### src/verilog/gain_window_pkg.sv
/*
  Constants for the gain-window pulse timer and its register file.
  Assumes one clock domain and byte registers placed on aligned words.
*/
package gain_window_pkg;
  localparam int          ADDR_W          = 6;
  localparam int          DATA_W          = 32;
  localparam int          CNT_W           = 10;
  localparam int          IDX_LSB         = 2;
  localparam int          IDX_W           = 4;

  // Register indices; byte address is four times the index
  localparam logic [3:0]  IDX_RATIO_LOW   = 4'h6;
  localparam logic [3:0]  IDX_RATIO_HIGH  = 4'h7;
  localparam logic [3:0]  IDX_START_LOW   = 4'h8;
  localparam logic [3:0]  IDX_START_HIGH  = 4'h9;
  localparam logic [3:0]  IDX_END_LOW     = 4'hA;
  localparam logic [3:0]  IDX_END_HIGH    = 4'hB;

  localparam logic [7:0]  RST_RATIO_LOW   = 8'hC1;
  localparam logic [7:0]  RST_RATIO_HIGH  = 8'h87;
  localparam logic [7:0]  RST_START_LOW   = 8'h3F;
  localparam logic [1:0]  RST_START_HIGH  = 2'h3;
  localparam logic [7:0]  RST_END_LOW     = 8'h00;
  localparam logic [1:0]  RST_END_HIGH    = 2'h0;

  localparam logic [1:0]  RESP_OKAY       = 2'h0;
  localparam logic [1:0]  RESP_SLVERR     = 2'h2;

  localparam logic [9:0]  CNT_MAX         = 10'h3FF;

  typedef enum logic {
    LINE_IDLE  = 1'b0,
    LINE_COUNT = 1'b1
  } line_state_e;
endpackage

### src/verilog/gain_window_regs.sv
/*
  AXI4-Lite register file for the chroma ratio and the gain-window timing,
  with the per-line pulse timer. Assumes a single master, one clock domain.
*/
// Chosen here: register access over AXI4-Lite.
// Overview of operation
// - Ratio upper byte holds bits 15..8, weights 2^-1..2^-8, resets to 0x87.
// - The 16-bit ratio is driven out as the chroma PLL reference.
// - Pulse start is 10 bits: low byte index 08 (0x3F), high index 09 (11).
// - Counting starts one clock after the hsync falling edge, in clock steps.
// - Pulse end is 10 bits; low byte at index 0A resets to 0x00.
// - The pulse is driven out to the converter sync-tip gain control.
// - Start high location bits 15..10 ignore writes and read zero.
// - End bits 9..8 at index 0B reset to 00; upper bits read zero.
// - Ratio lower byte at index 06 holds weights 2^-9..2^-16, resets 0xC1.
module gain_window_regs (
  input  wire logic         sys_clk,
  input  wire logic         rst_n,
  input  wire logic [5:0]   s_axi_awaddr,
  input  wire logic         s_axi_awvalid,
  output logic              s_axi_awready,
  input  wire logic [31:0]  s_axi_wdata,
  input  wire logic [3:0]   s_axi_wstrb,
  input  wire logic         s_axi_wvalid,
  output logic              s_axi_wready,
  output logic [1:0]        s_axi_bresp,
  output logic              s_axi_bvalid,
  input  wire logic         s_axi_bready,
  input  wire logic [5:0]   s_axi_araddr,
  input  wire logic         s_axi_arvalid,
  output logic              s_axi_arready,
  output logic [31:0]       s_axi_rdata,
  output logic [1:0]        s_axi_rresp,
  output logic              s_axi_rvalid,
  input  wire logic         s_axi_rready,
  input  wire logic         hsync,
  output logic [15:0]       chroma_ratio,
  output logic              gain_window_pulse
);
  typedef struct packed {
    logic         aw_held;
    logic [3:0]   aw_idx;
    logic         w_held;
    logic [7:0]   w_byte;
    logic         w_lane0;
    logic         bvalid;
    logic [1:0]   bresp;
    logic         rvalid;
    logic [31:0]  rdata;
    logic [1:0]   rresp;
    logic [7:0]   ratio_low;
    logic [7:0]   ratio_high;
    logic [7:0]   start_low;
    logic [1:0]   start_high;
    logic [7:0]   end_low;
    logic [1:0]   end_high;
  } regs_s;

  regs_s r;
  regs_s next_r;

  function automatic logic idx_mapped(input logic [3:0] idx);
    idx_mapped = (idx >= gain_window_pkg::IDX_RATIO_LOW) &&
                 (idx <= gain_window_pkg::IDX_END_HIGH);
  endfunction

  function automatic logic [3:0] addr_idx(input logic [5:0] addr);
    addr_idx = addr[5:2];
  endfunction

  logic [3:0]   rd_idx;
  logic [31:0]  rd_word;

  assign rd_idx = addr_idx(s_axi_araddr);

  always_comb begin
    rd_word = 32'h0000_0000;
    unique case (rd_idx)
      gain_window_pkg::IDX_RATIO_LOW:  rd_word[7:0] = r.ratio_low;
      gain_window_pkg::IDX_RATIO_HIGH: rd_word[7:0] = r.ratio_high;
      gain_window_pkg::IDX_START_LOW:  rd_word[7:0] = r.start_low;
      gain_window_pkg::IDX_START_HIGH: rd_word[1:0] = r.start_high;
      gain_window_pkg::IDX_END_LOW:    rd_word[7:0] = r.end_low;
      gain_window_pkg::IDX_END_HIGH:   rd_word[1:0] = r.end_high;
      default:                         rd_word = 32'h0000_0000;
    endcase
  end

  assign s_axi_awready = ~r.aw_held;
  assign s_axi_wready  = ~r.w_held;
  assign s_axi_arready = ~r.rvalid;

  always_comb begin
    next_r = r;
    // Address and data captured independently, in either order
    if (s_axi_awvalid && !r.aw_held) begin
      next_r.aw_held = 1'b1;
      next_r.aw_idx  = addr_idx(s_axi_awaddr);
    end
    if (s_axi_wvalid && !r.w_held) begin
      next_r.w_held  = 1'b1;
      next_r.w_byte  = s_axi_wdata[7:0];
      next_r.w_lane0 = s_axi_wstrb[0];
    end
    if (r.bvalid && s_axi_bready) begin
      next_r.bvalid = 1'b0;
    end
    // Commit once both halves are held and no response is pending
    if (r.aw_held && r.w_held && !r.bvalid) begin
      next_r.aw_held = 1'b0;
      next_r.w_held  = 1'b0;
      next_r.bvalid  = 1'b1;
      next_r.bresp   = idx_mapped(r.aw_idx) ? gain_window_pkg::RESP_OKAY
                                            : gain_window_pkg::RESP_SLVERR;
      if (r.w_lane0) begin
        unique case (r.aw_idx)
          gain_window_pkg::IDX_RATIO_LOW:  next_r.ratio_low  = r.w_byte;
          gain_window_pkg::IDX_RATIO_HIGH: next_r.ratio_high = r.w_byte;
          gain_window_pkg::IDX_START_LOW:  next_r.start_low  = r.w_byte;
          gain_window_pkg::IDX_START_HIGH: next_r.start_high = r.w_byte[1:0];
          gain_window_pkg::IDX_END_LOW:    next_r.end_low    = r.w_byte;
          gain_window_pkg::IDX_END_HIGH:   next_r.end_high   = r.w_byte[1:0];
          default:                         next_r.bvalid     = 1'b1;
        endcase
      end
    end
    if (r.rvalid && s_axi_rready) begin
      next_r.rvalid = 1'b0;
    end
    if (s_axi_arvalid && !r.rvalid) begin
      next_r.rvalid = 1'b1;
      next_r.rdata  = rd_word;
      next_r.rresp  = idx_mapped(rd_idx) ? gain_window_pkg::RESP_OKAY
                                         : gain_window_pkg::RESP_SLVERR;
    end
  end

  always_ff @(posedge sys_clk or negedge rst_n) begin
    if (!rst_n) begin
      r.aw_held    <= 1'b0;
      r.aw_idx     <= 4'h0;
      r.w_held     <= 1'b0;
      r.w_byte     <= 8'h00;
      r.w_lane0    <= 1'b0;
      r.bvalid     <= 1'b0;
      r.bresp      <= gain_window_pkg::RESP_OKAY;
      r.rvalid     <= 1'b0;
      r.rdata      <= 32'h0000_0000;
      r.rresp      <= gain_window_pkg::RESP_OKAY;
      r.ratio_low  <= gain_window_pkg::RST_RATIO_LOW;
      r.ratio_high <= gain_window_pkg::RST_RATIO_HIGH;
      r.start_low  <= gain_window_pkg::RST_START_LOW;
      r.start_high <= gain_window_pkg::RST_START_HIGH;
      r.end_low    <= gain_window_pkg::RST_END_LOW;
      r.end_high   <= gain_window_pkg::RST_END_HIGH;
    end else begin
      r <= next_r;
    end
  end

  assign s_axi_bvalid = r.bvalid;
  assign s_axi_bresp  = r.bresp;
  assign s_axi_rvalid = r.rvalid;
  assign s_axi_rdata  = r.rdata;
  assign s_axi_rresp  = r.rresp;

  // PLL reference ratio, bits 15..8 upper byte
  assign chroma_ratio = {r.ratio_high, r.ratio_low};

  gain_window_timer u_timer (
    .sys_clk           (sys_clk),
    .rst_n             (rst_n),
    .hsync             (hsync),
    .start_time        ({r.start_high, r.start_low}),
    .end_time          ({r.end_high, r.end_low}),
    .gain_window_pulse (gain_window_pulse)
  );
endmodule

### src/verilog/gain_window_timer.sv
/*
  Per-line timer that forms the gain-window pulse from horizontal sync.
  Assumes hsync is synchronous to sys_clk and start/end are stable values.
*/
module gain_window_timer (
  input  wire logic        sys_clk,
  input  wire logic        rst_n,
  input  wire logic        hsync,
  input  wire logic [9:0]  start_time,
  input  wire logic [9:0]  end_time,
  output logic             gain_window_pulse
);
  typedef struct packed {
    logic                          hsync_prev;
    logic                          sync_seen;
    gain_window_pkg::line_state_e  state;
    logic [9:0]                    count;
    logic                          pulse;
  } timer_s;

  timer_s r;
  timer_s next_r;

  always_comb begin
    next_r = r;
    next_r.hsync_prev = hsync;
    // Falling edge held one clock before counting begins
    next_r.sync_seen = r.hsync_prev & ~hsync;
    if (r.state == gain_window_pkg::LINE_COUNT) begin
      if (r.count == end_time) begin
        next_r.pulse = 1'b0;
      end else if (r.count == start_time) begin
        next_r.pulse = 1'b1;
      end
    end
    unique case (r.state)
      gain_window_pkg::LINE_IDLE: begin
        next_r.count = r.count;
      end
      gain_window_pkg::LINE_COUNT: begin
        if (r.count == gain_window_pkg::CNT_MAX) begin
          next_r.state = gain_window_pkg::LINE_IDLE;
        end else begin
          next_r.count = r.count + 10'h001;
        end
      end
    endcase
    if (r.sync_seen) begin
      next_r.state = gain_window_pkg::LINE_COUNT;
      next_r.count = 10'h000;
    end
  end

  always_ff @(posedge sys_clk or negedge rst_n) begin
    if (!rst_n) begin
      r.hsync_prev <= 1'b1;
      r.sync_seen  <= 1'b0;
      r.state      <= gain_window_pkg::LINE_IDLE;
      r.count      <= 10'h000;
      r.pulse      <= 1'b0;
    end else begin
      r <= next_r;
    end
  end

  assign gain_window_pulse = r.pulse;
endmodule

### config.mk
export PLATFORM = sky130hd
export DESIGN_NAME = gain_window_regs
export DESIGN_NICKNAME = d
export VERILOG_FILES = /design/src/verilog/gain_window_pkg.sv /design/src/verilog/gain_window_regs.sv /design/src/verilog/gain_window_timer.sv
export SDC_FILE = /design/constraint.sdc
export NUM_CORES = 1
export LEC_CHECK = 0
export ABC_AREA = 1
export BUFFER_PORTS_ARGS = -buffer_cell sky130_fd_sc_hd__buf_2
export CAP_MARGIN = 15
export CORE_MARGIN = 8
export CORE_UTILIZATION = 25
export DETAILED_ROUTE_END_ITERATION = 7
export GPL_ROUTABILITY_DRIVEN = 1
export HOLD_SLACK_MARGIN = 0.05
export PLACE_DENSITY = 0.51
export SLEW_MARGIN = 30
export SYNTH_ARGS = -nofsm -noshare
export SYNTH_HDL_FRONTEND = slang
export SYNTH_HIERARCHICAL = 1
export SYNTH_SLANG_ARGS = --single-unit
### constraint.sdc
create_clock -name sys_clk -period 1.2 [get_ports sys_clk]
set_input_delay 0 -clock sys_clk [delete_from_list [all_inputs] [get_ports sys_clk]]
set_output_delay 0 -clock sys_clk [all_outputs]
set_load 0.03 [all_outputs]
After elaboration in Yosys (flattened, before gate mapping)
Cells that the tools add are included.
{"block": "totals", "register_bits": 79, "mem_count": 0, "latch_bits": 0, "inputBits": 56, "romBits": 0, "mem_bits_rw": 0}
{"block": "classes", "div_mod_pow": 0, "mul": 0, "reduce_logical": 26, "n_addsub": 1, "eq_ne": 17, "muxes": 19, "magnitude_cmp": 4, "bitwise_logic": 6, "shift": 0}
{"cell": "35-bit 2-to-1 mux", "n": 1}
{"cell": "4-bit equality test (second input constant)", "n": 8}
{"cell": "10-bit 2-to-1 mux", "n": 3}
{"cell": "6-bit one-hot mux with 4 select lines", "n": 1}
{"cell": "10-bit equality test", "n": 2}
{"cell": "3-bit AND reduction", "n": 6}
{"cell": "4-bit by 3-bit equality test with 1-bit output (second input constant)", "n": 4}
{"cell": "2-bit one-hot mux with 6 select lines", "n": 1}
{"cell": "11-bit 2-to-1 mux", "n": 1}
{"cell": "10-bit by 1-bit adder with 10-bit output (second input constant)", "n": 1}
{"cell": "10-bit equality test (second input constant)", "n": 1}
{"cell": "2-bit nonzero test", "n": 5}
{"cell": "1-bit logical AND", "n": 9}
{"cell": "4-bit by 3-bit >= comparator with 1-bit output (second input constant)", "n": 2}
{"cell": "4-bit less-or-equal comparator (second input constant)", "n": 2}
{"cell": "1-bit 2-to-1 mux", "n": 8}
{"cell": "5-bit 2-to-1 mux", "n": 1}
{"cell": "1-bit inverter", "n": 5}
{"cell": "1-bit logical NOT", "n": 4}
{"cell": "2-bit 2-to-1 mux", "n": 2}
{"cell": "2-bit AND reduction", "n": 2}
{"cell": "3-bit 2-to-1 mux", "n": 1}
{"cell": "3-bit by 2-bit inequality test with 1-bit output (second input constant)", "n": 1}
{"cell": "2-bit by 1-bit inequality test with 1-bit output (second input constant)", "n": 1}
{"cell": "1-bit bitwise AND", "n": 1}

Depth between registers and ports, before layout
{"block": "logic_depth", "word_depth": 4, "depth_mapped": 10}

By module
Netlist, hierarchy kept.
{"mod": "gain_window_regs", "cells_each": 360, "area_per_inst_um2": 3249.4, "instances": 1, "seq_area_each_um2": 1595.3}
{"mod": "gain_window_timer", "cells_each": 179, "area_per_inst_um2": 1106.1, "instances": 1, "seq_area_each_um2": 351.6}

Worst setup path after synthesis
OpenSTA, ideal clock, no wires.
{"block": "synth_timing", "path_type": "register to register", "from": "reg r, in the netlist s_axi_bvalid", "to": "reg r, in the netlist chroma_ratio[1]", "n_path_buf": 1, "path_slack_ns": -0.246, "setup_time_ns": 0.123, "arrival_ns": 1.323, "path_stages_with_launch": 8, "path_cell_list": "dfrtp_1 inv_1 nand3_2 nor2_8 nand4_4 buf_6 nand2_1 o21ai_2"}
{"block": "synth_via", "elab_chain_cells": 3}
{"element": "start, declared", "line": "gain_window_regs.sv:59", "rtl": "regs_s r;"}
{"element": "start signal, assigned", "line": "gain_window_regs.sv:157", "rtl": "r <= next_r;"}
{"element": "1-bit logical NOT", "line": "gain_window_regs.sv:109", "rtl": "if (r.aw_held && r.w_held && !r.bvalid) begin"}
{"element": "1-bit logical AND", "line": "gain_window_regs.sv:109"}
{"element": "3-bit AND reduction (no line)"}
No other way between the ends.
A chain may end at the register's enable or synchronous reset.

Final worst setup path
{"block": "layout_timing", "from": "reg u_timer/r[1] (netlist bit)", "to": "reg u_timer/r[9] (netlist bit)"}
{"block": "layout_via", "elab_chain_cells": 4}
{"element": "start, declared", "line": "gain_window_timer.sv:21", "rtl": "timer_s r;"}
{"element": "start signal, assigned", "line": "gain_window_timer.sv:62", "rtl": "r <= next_r;"}
{"element": "10-bit by 1-bit adder with 10-bit output", "line": "gain_window_timer.sv:44", "rtl": "next_r.count = r.count + 10'h001;"}
{"element": "10-bit 2-to-1 mux", "line": "gain_window_timer.sv:41", "rtl": "if (r.count == gain_window_pkg::CNT_MAX) begin"}
{"element": "10-bit 2-to-1 mux", "line": "gain_window_timer.sv:36", "rtl": "unique case (r.state)"}
{"element": "11-bit 2-to-1 mux", "line": "gain_window_timer.sv:48", "rtl": "if (r.sync_seen) begin"}
Parallel ways exist; a longest one is shown, timed or not. The select of a mux whose other input is x is not followed.

==> results.ini <==
[run_status]
run_status=finished, violations left
violated_checks=setup timing

[finish]
ff_latch_area_mm2=0.00195
nets=707
multi_input_area_mm2=0.00211
antenna_cells_inserted=0
nFillCells=1794
layout-drive-gt1-share_pct=42.7
layout-area-overhead-vs-synth_pct=38.0

[setup_path]
timing.rr.start=u_timer/r[1]$_DFFE_PN0P_
cp_common_cell=sky130_fd_sc_hd__nand2_1
critPathLaunch=u_timer/r[1]$_DFFE_PN0P_
r2r_worst_path_depth=8
critical-path-top-delay-family=flip-flops
critical_path_class=flop to flop
timing.critical_path.cells=ha_2 > nand2_2 > nor2_4 > buf_4 > a21oi_1 > nor2_2 > nand2_1 > nand2_1
crit_path_max_incr_delay_ns=0.38
arrival_ns=1.52
worst_path_fanout_max=2
cp.depth=8
startpoint_type=flop
r2r_setup_slack_ns=-0.08
critical-path-slowest-cell=sky130_fd_sc_hd__dfrtp_1
endpoint_kind=flop
crit_required_ns=1.44
critPathBufInv=1
worstSetupEndpoint=u_timer/r[9]$_DFFE_PN0P_
timing.rr.end=u_timer/r[9]$_DFFE_PN0P_

[floorplanning]
dieHeight_um=148
fp-row-count=48
floorplan.initialDensity_pct=25.4
core_area_mm2=0.0172
fp.dieArea_mm2=0.0219
io_pins=114
floorplan.die.width_um=148

[clocking]
clkLatencyLatePin_ns=0.35
clock-root-buffer=sky130_fd_sc_hd__clkbuf_16
clock_sinks=77
clkSlewWorstSetupHoldPaths_ns=0.06
tritoncts=yes
cts_inserted_buffers=9
htree_levels=3
clk_path_buf_depth=2

[grt]
number_of_antenna_violations_at_the_first_check_in_global_routing=0
grt_usage_pct=11.2
gr-total-overflow=0
grt_pass1_wl_um=19200
pin_count_of_the_biggest_net_entering_global_routing=30
number_of_global_route_vias_before_repair=3592

[synth]
synth_largest_area_cell=sky130_fd_sc_hd__dfrtp_1
synth_fa_ha_area_share_pct=0.287
synthesized_area_fraction_occupied_by_ao_oa_aoi_and_oai_cells_pct=9.88
combinational_family_with_the_most_area_after_synthesis=simple AND/OR/NAND/NOR gates
post_synth_num_cell_types=39
synth.area.top_cells=sky130_fd_sc_hd__dfrtp_1 (35%), sky130_fd_sc_hd__nand2_1 (12%), sky130_fd_sc_hd__dfstp_2 (9.7%), sky130_fd_sc_hd__buf_4 (9.3%), sky130_fd_sc_hd__nand3_1 (5.7%)
post_synth_and_or_nand_nor_area_fraction_pct=27.0
seq_area_frac_synth_pct=44.7
most_instantiated_library_cell_after_synthesis=sky130_fd_sc_hd__nand2_1
yosys_warnings=6
synth_xor_xnor_area_share_pct=1.21
synth_edf_count=0
synth.area.mux_share_pct=0.259
yosys-top-cells-count=sky130_fd_sc_hd__nand2_1 (143), sky130_fd_sc_hd__dfrtp_1 (61), sky130_fd_sc_hd__buf_4 (54), sky130_fd_sc_hd__inv_1 (54), sky130_fd_sc_hd__nand3_1 (50)
synthDominantCellAreaShare_pct=35.0
postSynthAreaPerCell_um2=8.08
ys_ff_latch=77
synth-main-ff-cell=sky130_fd_sc_hd__dfrtp_1
netlist_area_mm2=0.00436
async_flop_share_pct=100
synth_cells=539

[sta]
report.final.hold_viol_count=0
final.period_utilization_pct=106
worst_clock_skew_ns=0.0104
final-max-slew-violation-count=0
setup_viol=36
grt_setup_unrepaired=true
finalHoldWorstSlack_ns=0.0378
postLayoutSetupSlackWorst_ns=-0.0780
max_freq_mhz=782
period_minus_slack_ns=1.28

[run]
max_cap_viol_count=0

[routing]
via_count=3740
drt-total-wl_um=12100
ant_nets=0
drt-pass1-iter-count=4
route.detailed.wl_per_inst_um=13.7
first_iter_violations=142
detail_route.vias_per_cell=4.25
route.detailed.drc=0

[min_path]
hold_start=s_axi_araddr[3]
min_path_cells=4
hold_path_class=input port to flop

[pwr]
ir_drop_uv=1420
total_leakage_power_nw=2.98
power.density_mw_per_mm2=2110

[place]
gp_congestion=0.818
placement.io_buffers=56
pre_cts_ws_ns=-0.150
dp.final_hpwl_um=8920

## per-stage QoR
| step | util, % | cell area (µm²) | cells | TNS (ns) | total power, mW |
|---|---|---|---|---|---|
| 2_1_floorplan | - | 4510 | 564 | -4.54 | 7.53 |
| 3_3_place_gp | 29.6 | 5090 | 834 | -2.29 | 8.74 |
| 3_5_place_dp | 29.6 | 5090 | 834 | -2.69 | 8.79 |
| 4_1_cts | 33.7 | 5790 | 875 | -1.40 | 12.3 |
| 5_1_grt | 35.0 | 6010 | 880 | -5.48 | 13.5 |
| 6_report | 35.0 | 6010 | 880 | -1.60 | 12.7 |
## placed cells by master, fill, tap and decap left out, types with 4 or more instances in the layout
cell / instances
sky130_fd_sc_hd__dlygate4sd3_1: 19
sky130_fd_sc_hd__dfrtp_1: 58
sky130_fd_sc_hd__buf_4: 46
sky130_fd_sc_hd__buf_6: 12
sky130_fd_sc_hd__nor2_2: 5
sky130_fd_sc_hd__nor2_1: 33
sky130_fd_sc_hd__a21oi_2: 4
sky130_fd_sc_hd__buf_12: 8
sky130_fd_sc_hd__dfstp_2: 16
sky130_fd_sc_hd__nand3_2: 10
sky130_fd_sc_hd__o21ai_1: 12
sky130_fd_sc_hd__nand4_1: 9
sky130_fd_sc_hd__conb_1: 26
sky130_fd_sc_hd__a21oi_1: 14
sky130_fd_sc_hd__inv_1: 44
sky130_fd_sc_hd__nand2_2: 43
sky130_fd_sc_hd__inv_2: 11
sky130_fd_sc_hd__nand2_1: 99
sky130_fd_sc_hd__o21ai_2: 27
sky130_fd_sc_hd__xor2_1: 4
sky130_fd_sc_hd__nand3_1: 40
sky130_fd_sc_hd__o21ai_0: 6
sky130_fd_sc_hd__buf_2: 54
sky130_fd_sc_hd__clkbuf_16: 9
## routing by layer
| layer | global-route usage [%] | wire (µm) |
|---|---|---|
| met4 | 2.75 | 120 |
| met3 | 3.42 | 773 |
| met1 | 15.2 | 5790 |
| met2 | 16.9 | 5420 |
| met5 | 0 | 0 |
## power by group
part           leakage (nW)  switching, mW  internal, mW
Clock                 0.155           1.18          1.84
Sequential            0.928          0.793          3.56
Combinational          1.90           3.24          2.08
Total                  2.98           5.22          7.48
## worst min path at each step
| stage | slack, ns | to |
|---|---|---|
| floorplan | -0.30 | chroma_ratio[11]$_DFFE_PN0P_ |
| global route | 0.1 | s_axi_rresp[1]$_DFFE_PN0P_ |
| detailed placement | -0.06 | r[86]$_DFFE_PN0P_ |
| finish | 0.04 | s_axi_rresp[1]$_DFFE_PN0P_ |
| global placement | -0.06 | r[86]$_DFFE_PN0P_ |
| CTS | 0.06 | r[83]$_DFFE_PN0P_ |
## flip-flops by register name (all words and copies together), names as in the netlist
register                   cells
r                             35
chroma_ratio                  16
u_timer/r                     13
s_axi_rdata                    8
s_axi_bresp                    1
s_axi_bvalid                   1
s_axi_rresp                    1
s_axi_rvalid                   1
u_timer/gain_window_pulse      1
## timing repair
| item | CTS | global route |
|---|---|---|
| gates resized for setup | 46 | 55 |
| hold buffers | 20 | 0 |
| setup endpoints to repair | 48 | 52 |
| hold endpoints to repair | 84 | 0 |
| buffers inserted | 5 | 5 |
| gates cloned | 0 | 1 |
| pin swaps | 18 | 20 |
## cell type report
type                            instances  area share (%)
Clock buffer                           10            3.81
Clock inverter                          6            1.60
Inverter                               60            3.89
Multi-Input combinational cell        362            35.1
Sequential cell                        77            32.5
Tap cell                              225            4.68
Timing Repair Buffer                  140            18.4
## cells by family after synthesis
logic type                 after synthesis
buffers and inverters                  126
xor gates and xnor gates                 6
adders and majority gates                1
other                                    1
and+or+nand+nor                        261
muxes                                    1
AOI/OAI and AO/OA                       66
DFF                                     77
## worst min-delay path, delay by kind of cell
kind	cells	cell delay [ns]
AOI/OAI and AO/OA	1	0.07
buffers and inverters	2	0.17
and+or+nand+nor	1	0.10
No activity file was read; power rests on OpenSTA's default activity.
